### src/pkg/dcc_pkg.sv
package dcc_pkg;
    localparam int          NUM_CH        = 4;
    localparam int          ADDR_W        = 32;
    localparam int          DATA_W        = 8;
    // channel control offsets, one every two bytes
    localparam logic [31:0] ADDR_CTRL_0   = 32'hffff_f0e0;
    localparam logic [31:0] ADDR_CTRL_1   = 32'hffff_f0e2;
    localparam logic [31:0] ADDR_CTRL_2   = 32'hffff_f0e4;
    localparam logic [31:0] ADDR_CTRL_3   = 32'hffff_f0e6;
    localparam logic [31:0] ADDR_SNAPSHOT = 32'hffff_f0f0;
    localparam logic [31:0] ADDR_RESTART  = 32'hffff_f0f2;
    localparam logic [31:0] ADDR_TC_SEL   = 32'hffff_f0f4;
    // channel control field positions
    localparam int          BIT_TC        = 7;
    localparam int          BIT_KEEP      = 3;
    localparam int          BIT_ABORT     = 2;
    localparam int          BIT_TRIG      = 1;
    localparam int          BIT_EN        = 0;
    localparam logic [7:0]  RESET_VAL     = 8'h00;
    localparam logic [7:0]  READ_ZERO     = 8'h00;
endpackage : dcc_pkg

### src/hw/dcc_channel_ctrl.sv
`timescale 1ns/1ps
// Notes on behaviour
// - bit7 read-only; bits 2,1 read zero
// - tc flag sets at end, read clears
// - chain-keep set keeps enable at end
// - chain-keep: hardware request ignores tc flag
// - chain-keep: soft trigger needs tc cleared
// - no chain-keep: enable cleared at end
// - abort write terminates running transfer
// - soft trigger needs enable=1, tc=0
// - enable clears on end (no chain-keep), abort, nmi
// - nmi captures four enables into snapshot
// - snapshot is read-only, whole byte
// - restart bits set channel enables
// - tc select merges counts onto one pin
// - four channels, byte access registers
module dcc_channel_ctrl
    import dcc_pkg::*;
#(
    parameter int N = NUM_CH
) (
    input  wire logic              i_clock,        // system clock
    input  wire logic              i_rst_n,        // sync reset, active low
    input  wire logic [ADDR_W-1:0] i_addr,         // register address
    input  wire logic [DATA_W-1:0] i_wdata,        // write data
    input  wire logic              i_wr,           // write strobe
    input  wire logic              i_rd,           // read strobe
    output logic      [DATA_W-1:0] o_rdata,        // read data, next cycle
    input  wire logic [1:0]        i_external_request_pin, // request pins
    input  wire logic [N-1:0]      i_periph_req,   // peripheral interrupt requests
    input  wire logic [N-1:0]      i_pin_sel,      // channel n uses pin (else periph)
    input  wire logic              i_nmi,          // nmi pin
    input  wire logic [N-1:0]      i_xfer_done,    // transfer engine end pulse
    output logic      [N-1:0]      o_xfer_start,   // start pulse to engine
    output logic      [N-1:0]      o_xfer_abort,   // abort pulse to engine
    output logic      [N-1:0]      o_busy,         // channel transferring
    output logic                   o_combined_terminal_count_out_n // merged tc, low
);
    ////////////////////////////////////////////////////////////////////////////
    // pin synchronisers
    // bit 2 carries the nmi pin, bits 1:0 the request pins
    logic [2:0] sync1_q;
    logic [2:0] sync1_d;
    logic [2:0] sync2_q;
    logic [2:0] sync2_d;
    logic       nmi_prev_q;
    logic       nmi_prev_d;
    logic       nmi_evt;

    always_comb begin
        sync1_d    = {i_nmi, i_external_request_pin};
        sync2_d    = sync1_q;
        nmi_prev_d = sync2_q[2];
    end

    // two flops before any logic sees a pin
    always_ff @(posedge i_clock) begin
        if (!i_rst_n) begin
            sync1_q    <= '0;
            sync2_q    <= '0;
            nmi_prev_q <= 1'b0;
        end else begin
            sync1_q    <= sync1_d;
            sync2_q    <= sync2_d;
            nmi_prev_q <= nmi_prev_d;
        end
    end

    // only the rising edge counts, so a held nmi stops channels once
    assign nmi_evt = sync2_q[2] & ~nmi_prev_q;

    ////////////////////////////////////////////////////////////////////////////
    // decode
    // control register address of channel ch
    function automatic logic [ADDR_W-1:0] ctrl_addr(input int ch);
        unique case (ch)
            0:       ctrl_addr = ADDR_CTRL_0;
            1:       ctrl_addr = ADDR_CTRL_1;
            2:       ctrl_addr = ADDR_CTRL_2;
            default: ctrl_addr = ADDR_CTRL_3;
        endcase
    endfunction : ctrl_addr

    // full address compare, so no register shows up at an alias
    logic [N-1:0] wr_ctrl;
    logic [N-1:0] rd_ctrl;
    logic         wr_restart;
    logic         wr_tc_sel;

    always_comb begin
        for (int c = 0; c < N; c++) begin
            wr_ctrl[c] = i_wr && (i_addr == ctrl_addr(c));
            rd_ctrl[c] = i_rd && (i_addr == ctrl_addr(c));
        end
        wr_restart = i_wr && (i_addr == ADDR_RESTART);
        wr_tc_sel  = i_wr && (i_addr == ADDR_TC_SEL);
    end

    ////////////////////////////////////////////////////////////////////////////
    // channel state
    // channel c listens to request pin c modulo the pin count
    localparam int PIN_CNT = $bits(i_external_request_pin);

    logic [N-1:0] en_q;
    logic [N-1:0] en_d;
    logic [N-1:0] keep_q;
    logic [N-1:0] keep_d;
    logic [N-1:0] tc_q;
    logic [N-1:0] tc_d;
    logic [N-1:0] busy_q;
    logic [N-1:0] busy_d;

    logic [N-1:0] start_q;
    logic [N-1:0] start_d;
    logic [N-1:0] abort_q;
    logic [N-1:0] abort_d;
    logic [N-1:0] tcp_q;
    logic [N-1:0] tcp_d;

    logic [N-1:0] snap_q;
    logic [N-1:0] snap_d;
    logic [N-1:0] sel_q;
    logic [N-1:0] sel_d;

    logic [N-1:0] hw_req;
    logic [N-1:0] soft_trig;
    logic [N-1:0] kill;

    // request source per channel, and the write-side triggers
    always_comb begin
        for (int c = 0; c < N; c++) begin
            if (i_pin_sel[c]) begin
                hw_req[c] = sync2_q[c % PIN_CNT];
            end else begin
                hw_req[c] = i_periph_req[c];
            end
            // a soft trigger is refused while the tc flag is still set
            soft_trig[c] = wr_ctrl[c] && i_wdata[BIT_TRIG] && !tc_q[c];
            kill[c]      = (wr_ctrl[c] && i_wdata[BIT_ABORT]) || nmi_evt;
        end
    end

    ////////////////////////////////////////////////////////////////////////////
    // nmi snapshot and tc output select
    always_comb begin
        snap_d = snap_q;
        sel_d  = sel_q;
        if (wr_tc_sel) begin
            sel_d = i_wdata[N-1:0];
        end
        if (nmi_evt) begin
            // enables as they stood before this cycle's nmi clears them
            snap_d = en_q;
        end
    end

    always_ff @(posedge i_clock) begin
        if (!i_rst_n) begin
            snap_q <= '0;
            sel_q  <= '0;
        end else begin
            snap_q <= snap_d;
            sel_q  <= sel_d;
        end
    end

    ////////////////////////////////////////////////////////////////////////////
    // channel enable, tc flag and transfer state
    always_comb begin
        en_d    = en_q;
        keep_d  = keep_q;
        tc_d    = tc_q;
        busy_d  = busy_q;
        // pulses default low and last one cycle
        start_d = '0;
        abort_d = '0;
        tcp_d   = '0;

        for (int c = 0; c < N; c++) begin
            // reading the control register clears tc
            if (rd_ctrl[c]) begin
                tc_d[c] = 1'b0;
            end
            // a control write sets keep and enable directly
            if (wr_ctrl[c]) begin
                keep_d[c] = i_wdata[BIT_KEEP];
                en_d[c]   = i_wdata[BIT_EN];
            end

            // writing zero to a restart bit leaves the enable alone
            if (wr_restart && i_wdata[c]) begin
                en_d[c] = 1'b1;
            end

            // a done sets tc even when a read clears it in the same cycle
            if (busy_q[c] && i_xfer_done[c]) begin
                busy_d[c] = 1'b0;
                tc_d[c]   = 1'b1;
                tcp_d[c]  = 1'b1;
                // chain-keep holds the enable for the next hardware request
                if (!keep_q[c]) begin
                    en_d[c] = 1'b0;
                end
            end else if (!busy_q[c] && en_q[c]) begin
                // the registered enable counts, so enable before triggering
                if (hw_req[c] || soft_trig[c]) begin
                    busy_d[c]  = 1'b1;
                    start_d[c] = 1'b1;
                end
            end

            // abort and nmi come last so they win over start and the enable, but a same-cycle done still sets tc
            if (kill[c]) begin
                busy_d[c]  = 1'b0;
                start_d[c] = 1'b0;
                abort_d[c] = busy_q[c];
                en_d[c]    = 1'b0;
            end
        end
    end

    always_ff @(posedge i_clock) begin
        if (!i_rst_n) begin
            en_q    <= '0;
            keep_q  <= '0;
            tc_q    <= '0;
            busy_q  <= '0;
            start_q <= '0;
            abort_q <= '0;
            tcp_q   <= '0;
        end else begin
            en_q    <= en_d;
            keep_q  <= keep_d;
            tc_q    <= tc_d;
            busy_q  <= busy_d;
            start_q <= start_d;
            abort_q <= abort_d;
            tcp_q   <= tcp_d;
        end
    end

    ////////////////////////////////////////////////////////////////////////////
    // outputs
    assign o_xfer_start = start_q;
    assign o_xfer_abort = abort_q;
    assign o_busy       = busy_q;
    // one low cycle for each cycle in which a selected channel reaches terminal count
    assign o_combined_terminal_count_out_n = ~|(tcp_q & sel_q);

    ////////////////////////////////////////////////////////////////////////////
    // read data
    logic [DATA_W-1:0] rdata_q;
    logic [DATA_W-1:0] rdata_d;

    // abort and trigger bits are never stored, so they read as zero
    function automatic logic [DATA_W-1:0] ctrl_byte(input logic tc, input logic keep,
                                                    input logic en);
        ctrl_byte           = READ_ZERO;
        ctrl_byte[BIT_TC]   = tc;
        ctrl_byte[BIT_KEEP] = keep;
        ctrl_byte[BIT_EN]   = en;
    endfunction : ctrl_byte

    always_comb begin
        rdata_d = READ_ZERO;
        for (int c = 0; c < N; c++) begin
            if (rd_ctrl[c]) begin
                rdata_d = ctrl_byte(tc_q[c], keep_q[c], en_q[c]);
            end
        end

        if (i_rd) begin
            case (i_addr)
                ADDR_SNAPSHOT: begin
                    rdata_d[N-1:0] = snap_q;
                end
                ADDR_RESTART: begin
                    // restart reads back the live enables
                    rdata_d[N-1:0] = en_q;
                end
                ADDR_TC_SEL: begin
                    rdata_d[N-1:0] = sel_q;
                end
                default: begin
                    // control reads are handled above, the rest read zero
                end
            endcase
        end
    end

    always_ff @(posedge i_clock) begin
        if (!i_rst_n) begin
            rdata_q <= RESET_VAL;
        end else begin
            rdata_q <= rdata_d;
        end
    end

    assign o_rdata = rdata_q;
endmodule : dcc_channel_ctrl

### config.mk
export PLATFORM = sky130hd
export DESIGN_NAME = dcc_channel_ctrl
export DESIGN_NICKNAME = d
export VERILOG_FILES = /design/src/pkg/dcc_pkg.sv /design/src/hw/dcc_channel_ctrl.sv
export SDC_FILE = /design/constraint.sdc
export NUM_CORES = 1
export LEC_CHECK = 0
export BUFFER_PORTS_ARGS = -buffer_cell sky130_fd_sc_hd__buf_2
export CAP_MARGIN = 40
export CELL_PAD_IN_SITES_DETAIL_PLACEMENT = 1
export CELL_PAD_IN_SITES_GLOBAL_PLACEMENT = 2
export CORE_MARGIN = 8
export CORE_UTILIZATION = 30
export DETAILED_ROUTE_END_ITERATION = 8
export GPL_ROUTABILITY_DRIVEN = 0
export PLACE_DENSITY = 0.86
export SYNTH_ARGS = -nofsm -noshare
export SYNTH_HDL_FRONTEND = slang
export SYNTH_SLANG_ARGS = --single-unit
### constraint.sdc
create_clock -name i_clock -period 4.71 [get_ports i_clock]
set_clock_uncertainty 0.05 [all_clocks]
set_input_delay 0.942 -clock i_clock [delete_from_list [all_inputs] [get_ports i_clock]]
set_output_delay 0.942 -clock i_clock [all_outputs]
set_load 0.03 [all_outputs]
==> impl_metrics.csv <==
group,metric,value,unit
timing,setup_viol,0,
cts,root_buffer,"clkbuf_8",
cts,numClockSinks,48,
min_path,hold_path_class,"flop to flop",
power,power_density,258.8,nW/um^2
cts,cts_hold_buf,0,
cts,h-tree-depth,2,
setup_path,critical-path-slowest-cell,"or4b_4",
setup_path,end_kind,"flop",
synthesis,synth_edf_count,0,
cts,cts.clk_slew.worst_paths,90,ps
power,p_leak,1.158,nW
timing,slew_headroom,47.08,%
place,place_ws,1469,ps
routing,routedWlPerCell,17.47,microns
setup_path,worstPathRequired,4840,ps
synthesis,syn_area,2286,sq um
routing,routed_via_density,5.240,
cts,cts_max_path_buffers,2,
run,maxCapViolations,0,
setup_path,slowest_delay,540,ps
cts,post_cts_buffers,0,
global_route,antenna_found_initial,0,
final_layout,n_fill_cell,930,
cts,clk-insertion-delay-late,300,ps
setup_path,critPathLaunchType,"input pin",
cts,cts_tree,"done",
floorplan,rows,32,
setup_path,crit_buf_inv,1,
synthesis,yosys_warnings,0,
floorplan,initial_core_util,30.21,%
global_route,grt_max_degree,40,
setup_path,crit_fanout,8,
synthesis,ys_seq_area_share,42.04,%
timing,post-route-min-period,2905,ps
power,peakVddDrop,0.0001131,V
timing,max_slew.worst_pin.slew,791.8,ps
timing,hold_viol,0,
synthesis,synthDistinctLibCells,53,
final_layout,areaGrowthSynthToFinish,23.32,%
setup_path,crit_chain,"buf_2 -> or4b_4 -> nor4_4 -> nand4_1 -> o21ai_1 -> a21oi_1",
place,port_buffers,72,
synthesis,syn_inst,260,
timing,maxSlewViolCount,0,
synthesis,syn_avg_cell_area,8.792,sq um
final_layout,drive_gt1_share,28.10,%
synthesis,ys_ff_latch,48,
routing,vias,2269,
timing,finalSetupTns,0,ps
timing,fin_crit_sh,61.68,%
outcome,status,"completed",
setup_path,critPathArrivalTime,3040,ps
setup_path,criticalPathCategory,"input pin to flop",
synthesis,async_flop_share,0,%
floorplan,io_pins,80,
cts,cts_inserted_buffers,5,
routing,drt-initial-drc-count,112,
timing,fmax,344.2,MHz
floorplan,fp.dieW,103.3,microns
timing,grt_setup_unrepaired,"no",
floorplan,die_y,103.3,microns
routing,dr.pass1.iters,4,
global_route,first_global_vias,2467,
routing,wl,7.566,mm
place,dpl.hpwl,5.914,mm
global_route,grt_use_total,14.91,%
cts,postCtsResizedCells,0,
timing,worst_slack,1805,ps
final_layout,final_nets,389,
global_route,overflow,0,
routing,drc,0,
setup_path,crit_family,"simple AND/OR/NAND/NOR gates",
floorplan,dieArea,10670,sq um
floorplan,coreArea,7567,sq um
routing,drtAntennaViolNets,0,
final_layout,n_antenna_cell,0,
synthesis,synthFlopType,"dfxtp_1",
global_route,grt_pass1_wl,12.28,mm
-- cell usage in the layout, fill, tap and decap left out, types with 5 or more instances in the layout --
master,instances
buf_2,72
dfxtp_1,48
nand2_1,33
nand4_1,15
o21ai_0,15
nor2_1,14
a21boi_0,11
a21oi_1,10
and2_1,9
and3_1,9
nand3_1,8
nor3_1,8
mux2i_1,8
inv_1,5
clkbuf_8,5
-- where the power goes --
part           internal, mW  switching [mW]
clock network         0.104           0.144
registers             0.408        0.000795
logic                0.0297          0.0429
-- routing by layer --
layer  vias to the layer above  wire length (microns)  track usage (%)
met3                        10                    361            2.945
met4                         0                    110            4.561
met5                         -                      0                0
met2                        59                   3889            27.00
met1                      1095                   3205            17.21
li1                       1105                      -                -
-- path summary, 6_finish.rpt --
kind,start,end,slack (ps),depth (start not counted)
worst max register to register,nmi_prev_q$_SDFF_PN0_,en_q[0]$_SDFF_PP0_,3190,4
worst max-delay path,i_addr[9],o_busy[0]$_SDFFE_PP0P_,1800,6
worst min register to register,sync1_q[0]$_SDFF_PN0_,sync2_q[0]$_SDFF_PN0_,390,1
worst min-delay path,sync1_q[0]$_SDFF_PN0_,sync2_q[0]$_SDFF_PN0_,390,1
-- state kept, by name, summed over array words and instances, names as in the netlist --
signal	flops
tcp_q	4
sync1_q	3
sel_q	4
o_xfer_abort	4
nmi_prev_q	1
o_busy	4
tc_q	4
keep_q	4
snap_q	4
en_q	4
o_xfer_start	4
o_rdata	5
sync2_q	3
-- kinds of logic after synthesis --
group           share of synthesized area, %
simple gates                           29.67
compound gates                         17.84
flops                                  42.04
mux                                    6.951
other cells                           0.1640
buf+inv                                3.339
-- cell type report --
cell class                      count  area, sq um  share of cell area, %
Inverter                            5        18.77                 0.6658
Tap cell                          102        127.6                  4.527
Timing Repair Buffer               73        367.9                  13.05
Multi-Input combinational cell    197         1256                  44.56
Clock inverter                      3        18.77                 0.6658
Sequential cell                    48        960.9                  34.09
Clock buffer                        5        68.82                  2.441
-- cell usage after synthesis, types with 2 or more instances --
master	count	area share [%]
and3b_1	2	0.77
a21oi_1	10	2.2
mux4_2	2	2.0
buf_1	2	0.33
nor3_1	8	1.8
nand2_1	33	5.4
dfxtp_1	48	42
and2_1	9	2.5
and3_1	9	2.5
nand2b_1	2	0.55
a31oi_1	4	1.1
mux2_2	3	1.5
nor2b_1	4	1.1
clkbuf_1	6	0.99
mux2i_1	8	3.5
a211oi_1	3	0.99
a21boi_0	11	3.6
nor2_1	14	2.3
nand4_1	15	4.1
inv_1	5	0.82
a32oi_1	3	1.1
o21ai_0	15	3.3
a22oi_1	2	0.66
nand3_1	8	1.8
buf_4	3	0.99
o211a_1	2	0.88
nor4_1	3	0.82
-- metrics by stage --
stage          instance area, sq um  cells  hold slack [ps]  total power, mW  util (%)
2_1_floorplan                  2293    262            361.9           0.4537         -
3_3_place_gp                   2731    425            362.8           0.4894     36.09
3_5_place_dp                   2731    425            373.1           0.4907     36.09
4_1_cts                        2819    433            398.4           0.7377     37.25
5_1_grt                        2819    433            421.0           0.7671     37.25
6_report                       2819    433            391.6           0.7295     37.25
No activity file was read; power rests on OpenSTA's default activity.
